$ cat src/hdl/pdl_defines.svh
`ifndef PDL_DEFINES_SVH
`define PDL_DEFINES_SVH

`define PDL_CLK_PERIOD_NS 10
`define PDL_TIMEOUT_NS 100000
`define PDL_TIMEOUT_CYC (`PDL_TIMEOUT_NS / `PDL_CLK_PERIOD_NS)
`define PDL_TMR_W 16

`define PDL_AW 8
`define PDL_DW 16
`define PDL_TW 4
`define PDL_NCHAN 4
`define PDL_CIDX_W 3
`define PDL_FIFO_DEPTH 4
`define PDL_TX_W (2 * `PDL_AW + `PDL_TW + `PDL_DW)

`define PDL_SEG_DIR_BIT 15
`define PDL_SEG_CNT_HI 11
`define PDL_CNT_W 12

`define PDL_ACK 16'h0001
`define PDL_NAK 16'h0000

`define PDL_IRQ_LOCK_OK 3'h1
`define PDL_IRQ_LOCK_ACK 3'h2
`define PDL_IRQ_LOCK_NAK 3'h3
`define PDL_IRQ_TIMEOUT 3'h4
`define PDL_IRQ_SEG_OK 3'h5
`define PDL_IRQ_SEG_BAD 3'h6

`endif

$ cat src/hdl/pdl_pkg.sv
package pdl_pkg;
  typedef enum logic [3:0] {
    PDL_MSG_LOCKON_REQ,
    PDL_MSG_LOCKON_RSP,
    PDL_MSG_CHAN_VERIFY,
    PDL_MSG_LOCKON_NOTIFY,
    PDL_MSG_LOCKON_TERM,
    PDL_MSG_PARAM_LOAD,
    PDL_MSG_DATA_WORD,
    PDL_MSG_CHECK_WORD,
    PDL_MSG_CHECK_NAK
  } pdl_msg_t;

  typedef enum logic [2:0] {
    PDL_A_IDLE,
    PDL_A_WAIT_RSP,
    PDL_A_WAIT_VERIFY,
    PDL_A_LOCKED,
    PDL_A_STREAM,
    PDL_A_SEND_CHECK,
    PDL_A_WAIT_CHECK
  } pdl_act_t;

  typedef enum logic [2:0] {
    PDL_P_IDLE,
    PDL_P_SCAN,
    PDL_P_LOCKED,
    PDL_P_RECV
  } pdl_pas_t;
endpackage : pdl_pkg

$ cat src/hdl/pdl_fifo.sv
`timescale 1ns/1ps
module pdl_fifo #(
  parameter int WIDTH = 8,
  parameter int DEPTH = 4
) (
  input wire logic i_core_clk,
  input wire logic i_reset,
  input wire logic i_in_valid,
  output logic o_in_ready,
  input wire logic [WIDTH-1:0] i_in_data,
  output logic o_out_valid,
  input wire logic i_out_ready,
  output logic [WIDTH-1:0] o_out_data
);
  localparam int AW = $clog2(DEPTH);
  logic [WIDTH-1:0] mem_q [DEPTH];
  logic [AW-1:0] wr_q;
  logic [AW-1:0] rd_q;
  logic [AW:0] cnt_q;
  logic push;
  logic pop;

  assign o_in_ready = (cnt_q != (AW+1)'(DEPTH));
  assign o_out_valid = (cnt_q != '0);
  assign push = i_in_valid & o_in_ready;
  assign pop = o_out_valid & i_out_ready;
  assign o_out_data = mem_q[rd_q];

  always_ff @(posedge i_core_clk) begin
    if (push) begin
      mem_q[wr_q] <= i_in_data;
    end
  end

  always_ff @(posedge i_core_clk) begin
    if (i_reset) begin
      wr_q <= '0;
      rd_q <= '0;
      cnt_q <= '0;
    end else begin
      if (push) begin
        wr_q <= (wr_q == AW'(DEPTH - 1)) ? '0 : wr_q + 1'b1;
      end
      if (pop) begin
        rd_q <= (rd_q == AW'(DEPTH - 1)) ? '0 : rd_q + 1'b1;
      end
      cnt_q <= cnt_q + (AW+1)'(push) - (AW+1)'(pop);
    end
  end
endmodule : pdl_fifo

$ cat src/hdl/pdl_timer.sv
`timescale 1ns/1ps
`include "pdl_defines.svh"
module pdl_timer #(
  parameter logic [`PDL_TMR_W-1:0] CYCLES = `PDL_TMR_W'(`PDL_TIMEOUT_CYC)
) (
  input wire logic i_core_clk,
  input wire logic i_reset,
  input wire logic i_start,
  input wire logic i_stop,
  output logic o_expired
);
  logic [`PDL_TMR_W-1:0] cnt_q;
  logic run_q;

  always_ff @(posedge i_core_clk) begin
    if (i_reset) begin
      cnt_q <= '0;
      run_q <= 1'b0;
      o_expired <= 1'b0;
    end else begin
      o_expired <= 1'b0;
      if (i_stop) begin
        run_q <= 1'b0;
      end else if (i_start) begin
        cnt_q <= CYCLES;
        run_q <= 1'b1;
      end else if (run_q) begin
        if (cnt_q <= `PDL_TMR_W'(1)) begin
          run_q <= 1'b0;
          o_expired <= 1'b1;
        end else begin
          cnt_q <= cnt_q - 1'b1;
        end
      end
    end
  end
endmodule : pdl_timer

$ cat src/hdl/pdl_engine.sv
`timescale 1ns/1ps
`include "pdl_defines.svh"
module pdl_engine
  import pdl_pkg::*;
#(
  parameter logic [`PDL_TMR_W-1:0] TIMEOUT_CYCLES =
    `PDL_TMR_W'(`PDL_TIMEOUT_CYC)
) (
  input wire logic i_core_clk,
  input wire logic i_reset,
  input wire logic i_lockon_request_enable,
  input wire logic i_lockon_start,
  input wire logic i_dialogue_end,
  input wire logic [`PDL_AW-1:0] i_target_addr,
  input wire logic [`PDL_AW-1:0] i_target_route,
  input wire logic [`PDL_AW-1:0] i_own_addr,
  input wire logic [`PDL_AW-1:0] i_own_route,
  input wire logic [`PDL_DW-1:0] i_req_chan,
  input wire logic [`PDL_NCHAN*`PDL_DW-1:0] i_chan_list,
  input wire logic [`PDL_CIDX_W-1:0] i_chan_count,
  input wire logic i_seg_start,
  input wire logic [`PDL_DW-1:0] i_seg_ctl,
  input wire logic [`PDL_DW-1:0] i_seg_addr,
  input wire logic i_msg_valid,
  output logic o_msg_ready,
  input wire logic [`PDL_TW-1:0] i_msg_type,
  input wire logic [`PDL_DW-1:0] i_msg_data,
  output logic o_tx_valid,
  input wire logic i_tx_ready,
  output logic [`PDL_AW-1:0] o_tx_addr,
  output logic [`PDL_AW-1:0] o_tx_route,
  output logic [`PDL_TW-1:0] o_tx_type,
  output logic [`PDL_DW-1:0] o_tx_data,
  input wire logic i_mem_valid,
  output logic o_mem_ready,
  input wire logic [`PDL_DW-1:0] i_mem_data,
  output logic o_mem_wr,
  output logic [`PDL_DW-1:0] o_mem_wr_data,
  output logic [`PDL_DW-1:0] o_dma_addr,
  output logic [`PDL_CNT_W-1:0] o_dma_count,
  output logic o_dma_dir,
  output logic [`PDL_AW-1:0] o_pas_dest_addr,
  output logic [`PDL_AW-1:0] o_pas_dest_route,
  output logic [`PDL_AW-1:0] o_act_dest_addr,
  output logic [`PDL_AW-1:0] o_act_dest_route,
  output logic o_chan_store,
  output logic [`PDL_DW-1:0] o_chan_value,
  output logic o_passive_avail,
  output logic o_act_irq,
  output logic [2:0] o_act_irq_code,
  output logic o_pas_irq,
  output logic [2:0] o_pas_irq_code
);
  pdl_act_t act_q;
  pdl_pas_t pas_q;
  logic [`PDL_DW-1:0] chan_w [`PDL_NCHAN];
  logic [`PDL_CIDX_W-1:0] scan_q;
  logic [`PDL_DW-1:0] req_q;
  logic [`PDL_CNT_W-1:0] act_cnt_q;
  logic [`PDL_DW-1:0] act_sum_q;
  logic [`PDL_DW-1:0] pas_sum_q;
  logic act_push;
  logic pas_push;
  logic pas_grant;
  logic [`PDL_TW-1:0] act_type;
  logic [`PDL_DW-1:0] act_data;
  logic [`PDL_TW-1:0] pas_type;
  logic [`PDL_DW-1:0] pas_data;
  logic fifo_ready;
  logic [`PDL_TX_W-1:0] fifo_in;
  logic act_start;
  logic act_stop;
  logic act_expired;
  logic pas_start;
  logic pas_stop;
  logic pas_expired;
  logic rx_req;
  logic rx_rsp;
  logic rx_verify;
  logic rx_notify;
  logic rx_term;
  logic rx_param;
  logic rx_word;
  logic rx_check;
  logic rx_cnak;
  logic scan_hit;
  logic scan_last;

  genvar gi;
  generate
    for (gi = 0; gi < `PDL_NCHAN; gi++) begin : g_chan
      assign chan_w[gi] = i_chan_list[gi*`PDL_DW +: `PDL_DW];
    end
  endgenerate

  assign o_msg_ready = 1'b1;
  assign rx_req = i_msg_valid & (i_msg_type == PDL_MSG_LOCKON_REQ);
  assign rx_rsp = i_msg_valid & (i_msg_type == PDL_MSG_LOCKON_RSP);
  assign rx_verify = i_msg_valid & (i_msg_type == PDL_MSG_CHAN_VERIFY);
  assign rx_notify = i_msg_valid & (i_msg_type == PDL_MSG_LOCKON_NOTIFY);
  assign rx_term = i_msg_valid & (i_msg_type == PDL_MSG_LOCKON_TERM);
  assign rx_param = i_msg_valid & (i_msg_type == PDL_MSG_PARAM_LOAD);
  assign rx_word = i_msg_valid & (i_msg_type == PDL_MSG_DATA_WORD);
  assign rx_check = i_msg_valid & (i_msg_type == PDL_MSG_CHECK_WORD);
  assign rx_cnak = i_msg_valid & (i_msg_type == PDL_MSG_CHECK_NAK);

  assign scan_hit = (chan_w[scan_q[`PDL_CIDX_W-2:0]] == req_q);
  assign scan_last = (scan_q + 1'b1 >= i_chan_count) |
    (scan_q == `PDL_CIDX_W'(`PDL_NCHAN - 1));

  // Active side message source; the active end wins the shared FIFO
  always_comb begin
    act_push = 1'b0;
    act_type = PDL_MSG_LOCKON_REQ;
    act_data = '0;
    case (act_q)
      PDL_A_IDLE: begin
        act_push = i_lockon_start;
        act_data = {i_own_addr, i_own_route};
      end
      PDL_A_WAIT_RSP: begin
        act_push = rx_rsp;
        act_data = i_req_chan;
        act_type = (i_msg_data == i_req_chan) ? PDL_MSG_LOCKON_NOTIFY
                                              : PDL_MSG_CHAN_VERIFY;
      end
      PDL_A_LOCKED: begin
        act_push = i_seg_start;
        act_type = PDL_MSG_PARAM_LOAD;
        act_data = i_seg_ctl;
      end
      PDL_A_STREAM: begin
        act_push = i_mem_valid;
        act_type = PDL_MSG_DATA_WORD;
        act_data = i_mem_data;
      end
      PDL_A_SEND_CHECK: begin
        act_push = 1'b1;
        act_type = PDL_MSG_CHECK_WORD;
        act_data = act_sum_q;
      end
      default: begin
        act_push = 1'b0;
      end
    endcase
  end

  always_comb begin
    pas_push = 1'b0;
    pas_type = PDL_MSG_LOCKON_RSP;
    pas_data = '0;
    case (pas_q)
      PDL_P_IDLE: begin
        pas_push = rx_req & i_lockon_request_enable;
        pas_data = chan_w[0];
      end
      PDL_P_SCAN: begin
        pas_push = scan_hit | scan_last;
        pas_type = PDL_MSG_LOCKON_TERM;
        pas_data = scan_hit ? `PDL_ACK : `PDL_NAK;
      end
      PDL_P_RECV: begin
        pas_push = rx_check & (i_msg_data != pas_sum_q);
        pas_type = PDL_MSG_CHECK_NAK;
      end
      default: begin
        pas_push = 1'b0;
      end
    endcase
  end

  assign pas_grant = fifo_ready & ~act_push;
  assign o_mem_ready = (act_q == PDL_A_STREAM) & fifo_ready;
  assign fifo_in = act_push ?
    {o_act_dest_addr, o_act_dest_route, act_type, act_data} :
    {o_pas_dest_addr, o_pas_dest_route, pas_type, pas_data};

  pdl_fifo #(
    .WIDTH(`PDL_TX_W),
    .DEPTH(`PDL_FIFO_DEPTH)
  ) u_tx_fifo (
    .i_core_clk(i_core_clk),
    .i_reset(i_reset),
    .i_in_valid(act_push | pas_push),
    .o_in_ready(fifo_ready),
    .i_in_data(fifo_in),
    .o_out_valid(o_tx_valid),
    .i_out_ready(i_tx_ready),
    .o_out_data({o_tx_addr, o_tx_route, o_tx_type, o_tx_data})
  );

  // Active timer control
  always_comb begin
    act_start = 1'b0;
    act_stop = i_dialogue_end;
    case (act_q)
      PDL_A_IDLE: act_start = i_lockon_start & fifo_ready;
      PDL_A_WAIT_RSP: begin
        act_stop = rx_rsp & ~fifo_ready;
        act_start = rx_rsp & fifo_ready;
      end
      PDL_A_WAIT_VERIFY: act_start = rx_term & (i_msg_data == `PDL_ACK);
      PDL_A_LOCKED: begin
        act_stop = i_seg_start & ~(i_seg_ctl[`PDL_SEG_DIR_BIT] &
          fifo_ready);
        act_start = i_seg_start & fifo_ready & i_seg_ctl[`PDL_SEG_DIR_BIT];
      end
      PDL_A_STREAM: act_stop = 1'b1;
      PDL_A_SEND_CHECK: act_start = fifo_ready;
      default: act_start = 1'b0;
    endcase
  end

  // Passive timer control
  always_comb begin
    pas_start = 1'b0;
    pas_stop = i_dialogue_end;
    case (pas_q)
      PDL_P_IDLE: pas_start = pas_push & pas_grant;
      PDL_P_SCAN: pas_start = scan_hit & pas_grant;
      PDL_P_LOCKED: pas_start = rx_notify;
      PDL_P_RECV: pas_start = rx_check & (pas_grant | ~pas_push);
      default: pas_start = 1'b0;
    endcase
  end

  pdl_timer #(
    .CYCLES(TIMEOUT_CYCLES)
  ) u_act_timer (
    .i_core_clk(i_core_clk),
    .i_reset(i_reset),
    .i_start(act_start),
    .i_stop(act_stop),
    .o_expired(act_expired)
  );

  pdl_timer #(
    .CYCLES(TIMEOUT_CYCLES)
  ) u_pas_timer (
    .i_core_clk(i_core_clk),
    .i_reset(i_reset),
    .i_start(pas_start),
    .i_stop(pas_stop),
    .o_expired(pas_expired)
  );

  // Active state machine
  always_ff @(posedge i_core_clk) begin
    if (i_reset) begin
      act_q <= PDL_A_IDLE;
      o_act_dest_addr <= '0;
      o_act_dest_route <= '0;
    end else if (i_dialogue_end | act_expired) begin
      act_q <= PDL_A_IDLE;
    end else begin
      case (act_q)
        PDL_A_IDLE: begin
          if (i_lockon_start) begin
            o_act_dest_addr <= i_target_addr;
            o_act_dest_route <= i_target_route;
          end
          if (i_lockon_start & fifo_ready) begin
            act_q <= PDL_A_WAIT_RSP;
          end
        end
        PDL_A_WAIT_RSP: begin
          if (rx_rsp & fifo_ready) begin
            act_q <= (i_msg_data == i_req_chan) ? PDL_A_LOCKED
                                                : PDL_A_WAIT_VERIFY;
          end
        end
        PDL_A_WAIT_VERIFY: begin
          if (rx_term) begin
            act_q <= (i_msg_data == `PDL_ACK) ? PDL_A_LOCKED
                                              : PDL_A_IDLE;
          end
        end
        PDL_A_LOCKED: begin
          if (i_seg_start & fifo_ready) begin
            act_q <= i_seg_ctl[`PDL_SEG_DIR_BIT] ? PDL_A_STREAM
                                                 : PDL_A_LOCKED;
            if (i_seg_ctl[`PDL_SEG_CNT_HI:0] == '0 &
                i_seg_ctl[`PDL_SEG_DIR_BIT]) begin
              act_q <= PDL_A_SEND_CHECK;
            end
          end
        end
        PDL_A_STREAM: begin
          if (i_mem_valid & fifo_ready & act_cnt_q == `PDL_CNT_W'(1)) begin
            act_q <= PDL_A_SEND_CHECK;
          end
        end
        PDL_A_SEND_CHECK: begin
          if (fifo_ready) begin
            act_q <= PDL_A_WAIT_CHECK;
          end
        end
        PDL_A_WAIT_CHECK: begin
          if (rx_cnak) begin
            act_q <= PDL_A_LOCKED;
          end
        end
        default: act_q <= PDL_A_IDLE;
      endcase
    end
  end

  // Active DMA count, address and check word
  always_ff @(posedge i_core_clk) begin
    if (i_reset) begin
      act_cnt_q <= '0;
      act_sum_q <= '0;
      o_dma_addr <= '0;
      o_dma_count <= '0;
      o_dma_dir <= 1'b0;
    end else if (act_q == PDL_A_LOCKED & i_seg_start & fifo_ready) begin
      act_cnt_q <= i_seg_ctl[`PDL_SEG_CNT_HI:0];
      act_sum_q <= '0;
      o_dma_addr <= i_seg_addr;
      o_dma_count <= i_seg_ctl[`PDL_SEG_CNT_HI:0];
      o_dma_dir <= i_seg_ctl[`PDL_SEG_DIR_BIT];
    end else if (act_q == PDL_A_STREAM & i_mem_valid & fifo_ready) begin
      act_cnt_q <= act_cnt_q - 1'b1;
      act_sum_q <= act_sum_q + i_mem_data;
      o_dma_addr <= o_dma_addr + 1'b1;
    end
  end

  always_ff @(posedge i_core_clk) begin
    if (i_reset) begin
      o_act_irq <= 1'b0;
      o_act_irq_code <= '0;
    end else begin
      o_act_irq <= 1'b0;
      if (act_expired & act_q != PDL_A_IDLE) begin
        o_act_irq <= 1'b1;
        o_act_irq_code <= `PDL_IRQ_TIMEOUT;
      end else if (act_q == PDL_A_WAIT_RSP & rx_rsp & fifo_ready &
                   i_msg_data == i_req_chan) begin
        o_act_irq <= 1'b1;
        o_act_irq_code <= `PDL_IRQ_LOCK_OK;
      end else if (act_q == PDL_A_WAIT_VERIFY & rx_term) begin
        o_act_irq <= 1'b1;
        o_act_irq_code <= (i_msg_data == `PDL_ACK) ? `PDL_IRQ_LOCK_ACK
                                                   : `PDL_IRQ_LOCK_NAK;
      end else if (act_q == PDL_A_WAIT_CHECK & rx_cnak) begin
        o_act_irq <= 1'b1;
        o_act_irq_code <= `PDL_IRQ_SEG_BAD;
      end
    end
  end

  // Passive state machine and availability
  always_ff @(posedge i_core_clk) begin
    if (i_reset) begin
      pas_q <= PDL_P_IDLE;
      o_passive_avail <= 1'b1;
      scan_q <= '0;
      req_q <= '0;
      o_pas_dest_addr <= '0;
      o_pas_dest_route <= '0;
    end else if (i_dialogue_end | pas_expired) begin
      pas_q <= PDL_P_IDLE;
      o_passive_avail <= 1'b1;
    end else begin
      case (pas_q)
        PDL_P_IDLE: begin
          if (o_passive_avail & pas_push & pas_grant) begin
            o_pas_dest_addr <= i_msg_data[`PDL_DW-1:`PDL_AW];
            o_pas_dest_route <= i_msg_data[`PDL_AW-1:0];
            o_passive_avail <= 1'b0;
            pas_q <= PDL_P_LOCKED;
          end
        end
        PDL_P_LOCKED: begin
          if (rx_verify) begin
            req_q <= i_msg_data;
            scan_q <= `PDL_CIDX_W'(1);
            pas_q <= PDL_P_SCAN;
          end else if (rx_param) begin
            pas_q <= PDL_P_RECV;
          end
        end
        PDL_P_SCAN: begin
          if (pas_push & pas_grant) begin
            pas_q <= scan_hit ? PDL_P_LOCKED : PDL_P_IDLE;
            o_passive_avail <= ~scan_hit;
          end else if (~pas_push) begin
            scan_q <= scan_q + 1'b1;
          end
        end
        PDL_P_RECV: begin
          if (rx_check & (pas_grant | ~pas_push)) begin
            pas_q <= PDL_P_LOCKED;
          end
        end
        default: pas_q <= PDL_P_IDLE;
      endcase
    end
  end

  // Passive memory store, check word and channel store
  always_ff @(posedge i_core_clk) begin
    if (i_reset) begin
      pas_sum_q <= '0;
      o_mem_wr <= 1'b0;
      o_mem_wr_data <= '0;
      o_chan_store <= 1'b0;
      o_chan_value <= '0;
    end else begin
      o_mem_wr <= 1'b0;
      o_chan_store <= 1'b0;
      if (pas_q == PDL_P_LOCKED & rx_param) begin
        pas_sum_q <= '0;
      end else if (pas_q == PDL_P_RECV & rx_word) begin
        o_mem_wr <= 1'b1;
        o_mem_wr_data <= i_msg_data;
        pas_sum_q <= pas_sum_q + i_msg_data;
      end
      if (pas_q == PDL_P_LOCKED & rx_notify) begin
        o_chan_store <= 1'b1;
        o_chan_value <= i_msg_data;
      end else if (pas_q == PDL_P_SCAN & scan_hit & pas_grant) begin
        o_chan_store <= 1'b1;
        o_chan_value <= req_q;
      end
    end
  end

  always_ff @(posedge i_core_clk) begin
    if (i_reset) begin
      o_pas_irq <= 1'b0;
      o_pas_irq_code <= '0;
    end else begin
      o_pas_irq <= 1'b0;
      if (pas_expired & pas_q != PDL_P_IDLE) begin
        o_pas_irq <= 1'b1;
        o_pas_irq_code <= `PDL_IRQ_TIMEOUT;
      end else if ((pas_q == PDL_P_LOCKED & rx_notify) |
                   (pas_q == PDL_P_SCAN & scan_hit & pas_grant)) begin
        o_pas_irq <= 1'b1;
        o_pas_irq_code <= `PDL_IRQ_LOCK_OK;
      end else if (pas_q == PDL_P_RECV & rx_check &
                   i_msg_data == pas_sum_q) begin
        o_pas_irq <= 1'b1;
        o_pas_irq_code <= `PDL_IRQ_SEG_OK;
      end
    end
  end
endmodule : pdl_engine

$ cat config.mk
export PLATFORM = sky130hd
export DESIGN_NAME = pdl_engine
export DESIGN_NICKNAME = d
export VERILOG_FILES = /design/src/hdl/pdl_pkg.sv /design/src/hdl/pdl_fifo.sv /design/src/hdl/pdl_timer.sv /design/src/hdl/pdl_engine.sv
export VERILOG_INCLUDE_DIRS = /design/src /design/src/hdl
export SDC_FILE = /design/constraint.sdc
export NUM_CORES = 1
export LEC_CHECK = 0
export BUFFER_PORTS_ARGS = -buffer_cell sky130_fd_sc_hd__buf_4
export CELL_PAD_IN_SITES_DETAIL_PLACEMENT = 0
export CELL_PAD_IN_SITES_GLOBAL_PLACEMENT = 2
export CORE_ASPECT_RATIO = 1.4
export CORE_MARGIN = 2
export CORE_UTILIZATION = 38
export DETAILED_ROUTE_END_ITERATION = 8
export PLACE_DENSITY = 0.95
export SYNTH_ARGS = -nofsm -noshare
export SYNTH_HDL_FRONTEND = slang
export SYNTH_SLANG_ARGS = --single-unit
$ cat constraint.sdc
create_clock -name i_core_clk -period 7.5 [get_ports i_core_clk]
set_input_delay 1.5 -clock i_core_clk [delete_from_list [all_inputs] [get_ports i_core_clk]]
set_output_delay 1.5 -clock i_core_clk [all_outputs]
set_load 0.02 [all_outputs]
# Word-level counts from Yosys, hierarchy flattened
# Memory sizes are Yosys's and may differ from the RTL's. A register that Yosys moved wholly into a read port is not among the register bits.
# Cells that the tools add are included.
[op_classes] bitwise=69 reduce_logical=39 n_lt_le_gt_ge=4 n_eq_ne=43 n_addsub=11 n_mux=85
[op_table] operator="$mux 16" n=12
[op_table] operator="$pmux 16 s5" n=1
[op_table] operator="$mux 3" n=24
[op_table] operator="$and 1x1->1" n=49
[op_table] operator="$eq 16x16->1" n=3
[op_table] operator="$mux 36" n=1
[op_table] operator="$add 16x16->16" n=2
[op_table] operator="$bmux 16 s2" n=1
[op_table] operator="$le 16x1->1 const B" n=2
[op_table] operator="$pmux 16 s2" n=1
[op_table] operator="$sub 16x1->16 const B" n=2
[op_table] operator="$ne 2x2->1 const B" n=15
[op_table] operator="$mux 1" n=26
[op_table] operator="$mux 12" n=2
[op_table] operator="$pmux 3 s4" n=2
[op_table] operator="$pmux 3 s7" n=1
[op_table] operator="$reduce_and 3->1" n=6
[op_table] operator="$add 16x1->16 const B" n=1
[op_table] operator="$eq 16x1->1 const B" n=1
[op_table] operator="$eq 4x3->1 const B" n=4
[op_table] operator="$ne 16x16->1" n=1
[op_table] operator="$reduce_bool 2->1" n=8
[op_table] operator="$reduce_or 2->1" n=8
[op_table] operator="$eq 3x2->1 const B" n=5
[op_table] operator="36 further kinds" n=73
[word_totals] reg_bits=215 input_bits=192 ramBits=144 memories=1 word_cells=287 output_inout_bits=143
[memory_table] memory="u_tx_fifo.mem_q" depth=4 width=36 read_ports=1 rd_clocked_by_memory_dff=1 write_ports=1 line="pdl_fifo.sv:16" rtl="logic [WIDTH-1:0] mem_q [DEPTH];"

# Depth between registers and ports, before layout
[depth] word_depth=13 ltp_mapped=12 ltp_nobuf=12

# Cells and area by module
# Synthesis repeated with hierarchy kept, for this count alone.
[hier_totals] hier_cells=1788 hier_area_um2=18227.5
[modules_own_cells] module="pdl_engine" seq_area_each_um2=3423.3 area_each_um2=10528.8 instances=1 cells_per_inst=1305
[modules_own_cells] module="pdl_fifo" seq_area_each_um2=4504.3 area_each_um2=5681.7 instances=1 cells_per_inst=237
[modules_own_cells] module="pdl_timer" seq_area_each_um2=360.3 area_each_um2=1008.5 instances=2 cells_per_inst=123

# Least setup slack after synthesis
# No wires, ideal clock.
[synth_timing] kind="input-to-reg" from="input i_chan_list[49]" to="memory u_tx_fifo.mem_q[3][0] (netlist bit), enable pin" required_ns=7.103 path_stages=7 setup_ns=0.397 n_path_buf=0 arrival_time_ns=4.157 setup_slack_ns=2.946 path_cell_list="mux4_2 > xnor2_1 > nand4_1 > nor4_4 > a2bb2oi_2 > a21oi_1 > and2_1"
[synth_via] elab_chain_len=10
[synth_lines] element="start: declaration" line="pdl_engine.sv:19" rtl="input wire logic [`PDL_NCHAN*`PDL_DW-1:0] i_chan_list,"
[synth_lines] element="$bmux 16 s2" line="pdl_engine.sv:107" rtl="assign scan_hit = (chan_w[scan_q[`PDL_CIDX_W-2:0]] == req_q);"
[synth_lines] element="$mux 16 (2 in a row)" line="pdl_engine.sv:107"
[synth_lines] element="$eq 16x16->1" line="pdl_engine.sv:107"
[synth_lines] element="$or 1x1->1" line="pdl_engine.sv:158" rtl="pas_push = scan_hit | scan_last;"
[synth_lines] element="$pmux 1 s3" line="pdl_engine.sv:152" rtl="case (pas_q)"
[synth_lines] element="$or 1x1->1" line="pdl_engine.sv:184" rtl=".i_in_valid(act_push | pas_push),"
[synth_lines] element="$and 1x1->1" line="pdl_fifo.sv:25" rtl="assign push = i_in_valid & o_in_ready;"
[synth_lines] element="via u_tx_fifo.push" line="pdl_fifo.sv:20" rtl="logic push;"
[synth_lines] element="$mux 1" line="pdl_fifo.sv:30" rtl="if (push) begin"
[synth_lines] element="$mux 1 (not written as such)" line="pdl_fifo.sv:31" rtl="mem_q[wr_q] <= i_in_data;"
[synth_lines] element="end: declaration" line="pdl_fifo.sv:16"
# The timed path passes the listed nets, and every way through them passes these cells. The select of a mux whose other input is x is not followed.

# Final worst setup path
[layout_timing] from="input i_msg_data[4]" to="register u_tx_fifo.cnt_q[2]"
[layout_via] elab_chain_len=7
[layout_lines] element="start: declaration" line="pdl_engine.sv:27" rtl="input wire logic [`PDL_DW-1:0] i_msg_data,"
[layout_lines] element="$ne 16x16->1" line="pdl_engine.sv:163" rtl="pas_push = rx_check & (i_msg_data != pas_sum_q);"
[layout_lines] element="$and 1x1->1" line="pdl_engine.sv:163"
[layout_lines] element="$pmux 1 s3" line="pdl_engine.sv:152"
[layout_lines] element="$or 1x1->1" line="pdl_engine.sv:184"
[layout_lines] element="$and 1x1->1" line="pdl_fifo.sv:25"
[layout_lines] element="via u_tx_fifo.push" line="pdl_fifo.sv:20"
[layout_lines] element="$add 3x1->3" line="pdl_fifo.sv:47" rtl="cnt_q <= cnt_q + (AW+1)'(push) - (AW+1)'(pop);"
[layout_lines] element="$sub 3x1->3" line="pdl_fifo.sv:47"
[layout_lines] element="end signal: assignment" line="pdl_fifo.sv:47"
[layout_lines] element="end: declaration" line="pdl_fifo.sv:19" rtl="logic [AW:0] cnt_q;"
# The timed path passes the listed nets, and every way through them passes these cells.
# A chain may end at the register's enable or synchronous reset.

==> results.yml <==
outcome:
  outcome: "completed"
pwr:
  cell_internal_pwr_mw: 3.84
  p_leak_nw: 8.74
  vdd_ir_drop_max_uv: 172
  pwr-share-seq_pct: 42.0
  total_switching_power_mw: 1.46
  power_switching_share_pct: 27.5
  power.combinational.fraction_pct: 19.4
  p_per_area_nw_per_um2: 238
  power_frac_clock_pct: 38.6
sta:
  max_clock_freq_mhz: 214
  grt_setup_unrepaired: "false"
  maxSlewHeadroom_pct: 6.51
  setup_violations: 0
  drv_slew: 0
  worst_clock_skew_ns: 0.0154
  final_layout_setup_total_negative_slack_ns: 0
  final.setup.worst_slack_ns: 2.83
  final_period_minus_worst_setup_slack_ns: 4.67
  period_share_pct: 62.3
  final-hold-violation-count: 0
  timing_worst_slew_pin_value_ns: 1.40
synthesis:
  synth.top_cells.by_count: "216 x sky130_fd_sc_hd__dfxtp_1, 191 x sky130_fd_sc_hd__nand2_1, 190 x sky130_fd_sc_hd__a21oi_1"
  synth_seq_cells: 360
  sequential_element_share_of_the_synthesized_area_pct: 48.6
  synth-warning-count: 0
  library_cell_with_the_highest_instance_count_after_synthesis: "sky130_fd_sc_hd__dfxtp_1"
  syn_nets: 1974
  yosysTopAreaCell: "sky130_fd_sc_hd__dfxtp_1"
  syn-mean-instance-area_um2: 10.3
  netlist_area_um2: 17800
  netlist_instances: 1724
  top_reg_cell_synth: "sky130_fd_sc_hd__dfxtp_1"
  fraction_of_post_synthesis_cell_area_in_the_top_cell_type_by_area_pct: 24.3
  asyncSetResetFlopFracSynth_pct: 0
  yosys-top-cells-area: "sky130_fd_sc_hd__dfxtp_1 24%, sky130_fd_sc_hd__edfxtp_1 24%, sky130_fd_sc_hd__mux4_2 7.2%"
  synth-edff-count: 144
  yosysUniqueCellTypes: 84
placement:
  gpl.final_weighted_congestion: 0.923
  placedCellCount: 2601
  numPortBuffers: 332
  post-dp-hpwl_um: 46100
  post-place-ws_ns: 2.34
drt:
  drtPass1Iterations: 6
  vias_after_detailed_routing: 14921
  avgViaCountPerCell: 5.58
  drt_wirelength_um: 60900
  drtIter0Drc: 1210
  detail_route.wl_per_cell_um: 22.8
  final_antenna_net_count: 0
  detail_route.drc_violations: 0
global_route:
  track_usage_pct: 24.5
  antenna_violations_before_repair: 6
  grt_overflow_total: 0
  grt_max_degree: 95
  grt_first_pass_wirelength_um: 90600
  vias_in_the_first_global_route: 14643
final_layout:
  final_core_util_pct: 48.2
  post_layout_nonfiller_instances: 2672
  layout-drive-gt1-share_pct: 25.0
  areaGrowthSynthToFinish_pct: 24.8
  final_net_count: 2275
floorplanning:
  die_height_um: 260
  start_util_pct: 38.6
  placement_rows: 93
  fp.dieW_um: 187
  design.portCount: 335
  die_area_um2: 48600
  core_region_area_um2: 46100
critical_path:
  crit_buf_inv: 1
  cpMaxStageDelayCell: "sky130_fd_sc_hd__or4_1"
  path_cells: "buf_4, ha_1, or4_1, nor2_1, a31oi_1, a211oi_1, a2bb2oi_2, a21oi_1, ha_1, fa_1, xnor2_1, nor2_1"
  startpoint_type: "primary input"
  cpLargestDelayFamily: "compound AO/OA/AOI/OAI gates"
  critical_path_class: "in -> reg"
  timing.critical_path.fanout_max: 9
  crit_required_ns: 7.90
  crit_arrival_ns: 5.07
  cpPeakStageDelay_ns: 0.53
  worstSetupEndpointType: "register"
clocking:
  cts_tree: "yes"
  tritoncts_num_sinks: 360
  cts_repair_resize_count: 0
  cts-buffers-inserted: 39
  insertion_delay_ns: 0.55
  clk_root_buffer_cell: "sky130_fd_sc_hd__clkbuf_16"
  clockBufferDepth: 3
  post_cts.repair.setup_buffers: 0
  post_cts_hold_buffer_count: 0
  htree_num_levels: 2
  clk_transition_reported_paths_ns: 0.06
worst_hold_path:
  hold_path_class: "reg -> reg"
flow_run:
  cap_viol_max_count: 0
[cell usage in the layout, fill, tap and decap left out, types with 13 or more instances in the layout]
master                      synthesis  routed
sky130_fd_sc_hd__inv_1             38      38
sky130_fd_sc_hd__nand4_1           15      15
sky130_fd_sc_hd__a21oi_1          190     190
sky130_fd_sc_hd__nand2b_1          13      13
sky130_fd_sc_hd__mux2i_1           63      63
sky130_fd_sc_hd__edfxtp_1         144     144
sky130_fd_sc_hd__a31oi_1           17      17
sky130_fd_sc_hd__mux2_2            16      16
sky130_fd_sc_hd__xnor2_1           57      57
sky130_fd_sc_hd__nor2_1           177     175
sky130_fd_sc_hd__nor4_1            19      19
sky130_fd_sc_hd__nand3_1           36      36
sky130_fd_sc_hd__nor2b_1           15      15
sky130_fd_sc_hd__clkbuf_16          0      39
sky130_fd_sc_hd__mux4_2            57      57
sky130_fd_sc_hd__buf_4              2     356
sky130_fd_sc_hd__or3_1             22      22
sky130_fd_sc_hd__dfxtp_1          216     215
sky130_fd_sc_hd__o21ai_0           40      40
sky130_fd_sc_hd__nor3_1            28      28
sky130_fd_sc_hd__ha_1              55      55
sky130_fd_sc_hd__nand2_1          191     191
sky130_fd_sc_hd__a211oi_1          36      36
sky130_fd_sc_hd__xor2_1            27      27
[path summary, 6_finish.rpt]
kind | slack, ns | cells after the start | startpoint | to
worst max register to register | 3.09 | 9 | scan_q[0] | u_tx_fifo.mem_q[2][19]
worst min-delay path | 0.44 | 2 | u_act_timer.run_q | u_act_timer.o_expired
worst min register to register | 0.44 | 2 | u_act_timer.run_q | u_act_timer.o_expired
worst max-delay path | 2.83 | 12 | i_msg_data[4] | u_tx_fifo.cnt_q[2]
[metal layers]
| metal | GRT usage [%] | vias up | share of wire, % |
|---|---|---|---|
| met5 | 0 | - | 0.095 |
| met4 | 7.63 | 10 | 3.0 |
| met3 | 5.05 | 103 | 8.2 |
| met2 | 42.9 | 603 | 49 |
| met1 | 30.3 | 7305 | 39 |
| li1 | - | 6900 | - |
[layout make-up]
cell class	count	area [µm²]
antenna	1	2.50
fill	4311	23900
tap	617	772
sequential	360	8650
inverter	39	146
multi-input combinational	1229	8610
clock buffer	49	1030
timing repair buffer	356	2670
clock inverter	21	315
[sequential cells by signal (all words and copies together), names as in the netlist, 3 cells and up, named ones only]
signal / count
act_cnt_q: 12
act_q: 3
u_act_timer.cnt_q: 16
pas_sum_q: 16
u_tx_fifo.cnt_q: 3
u_tx_fifo.mem_q: 144
scan_q: 3
o_act_irq_code: 3
req_q: 16
o_dma_addr: 16
o_act_dest_addr: 8
o_chan_value: 16
u_pas_timer.cnt_q: 16
o_pas_dest_addr: 8
o_pas_dest_route: 8
o_mem_wr_data: 16
o_dma_count: 12
act_sum_q: 16
o_act_dest_route: 8
[through the flow]
stage	instance area [µm²]	hold slack [ns]	power (mW)
after floorplan	17800	0.421	2.86
after global placement	20900	0.430	3.28
after detailed placement	20900	0.438	3.29
after CTS	22200	0.449	5.33
after global routing	22200	0.476	5.47
final	22200	0.443	5.29
[cell families after synthesis]
group,Yosys count,synth area share (%)
AND/OR/NAND/NOR,579,15.4
multiplexers,136,11.8
adder cells (fa/ha/maj),58,4.21
flip-flops,360,48.6
other,2,0.0422
AO/OA/AOI/OAI,370,12.8
buffers and inverters,135,3.05
XOR/XNOR,84,4.14
[worst reg2reg max path: cells and delay by family (launching register included)]
kind                      cells  cell delay, ns
AOI/OAI and AO/OA             2            0.73
muxes                         1            0.56
DFF                           1            0.57
and+or+nand+nor               3            1.10
buffers and inverters         2            0.83
xor gates and xnor gates      1            0.22
[power by group through the flow]
stage	logic (mW)	clock network, mW	registers [mW]
after detailed placement	1.03	0	2.27
final	1.03	2.04	2.22
after global placement	1.02	0	2.26
after CTS	1.03	2.07	2.22
after floorplan	0.604	0	2.25
after global routing	1.10	2.14	2.23
No activity file was read; power rests on OpenSTA's default activity.
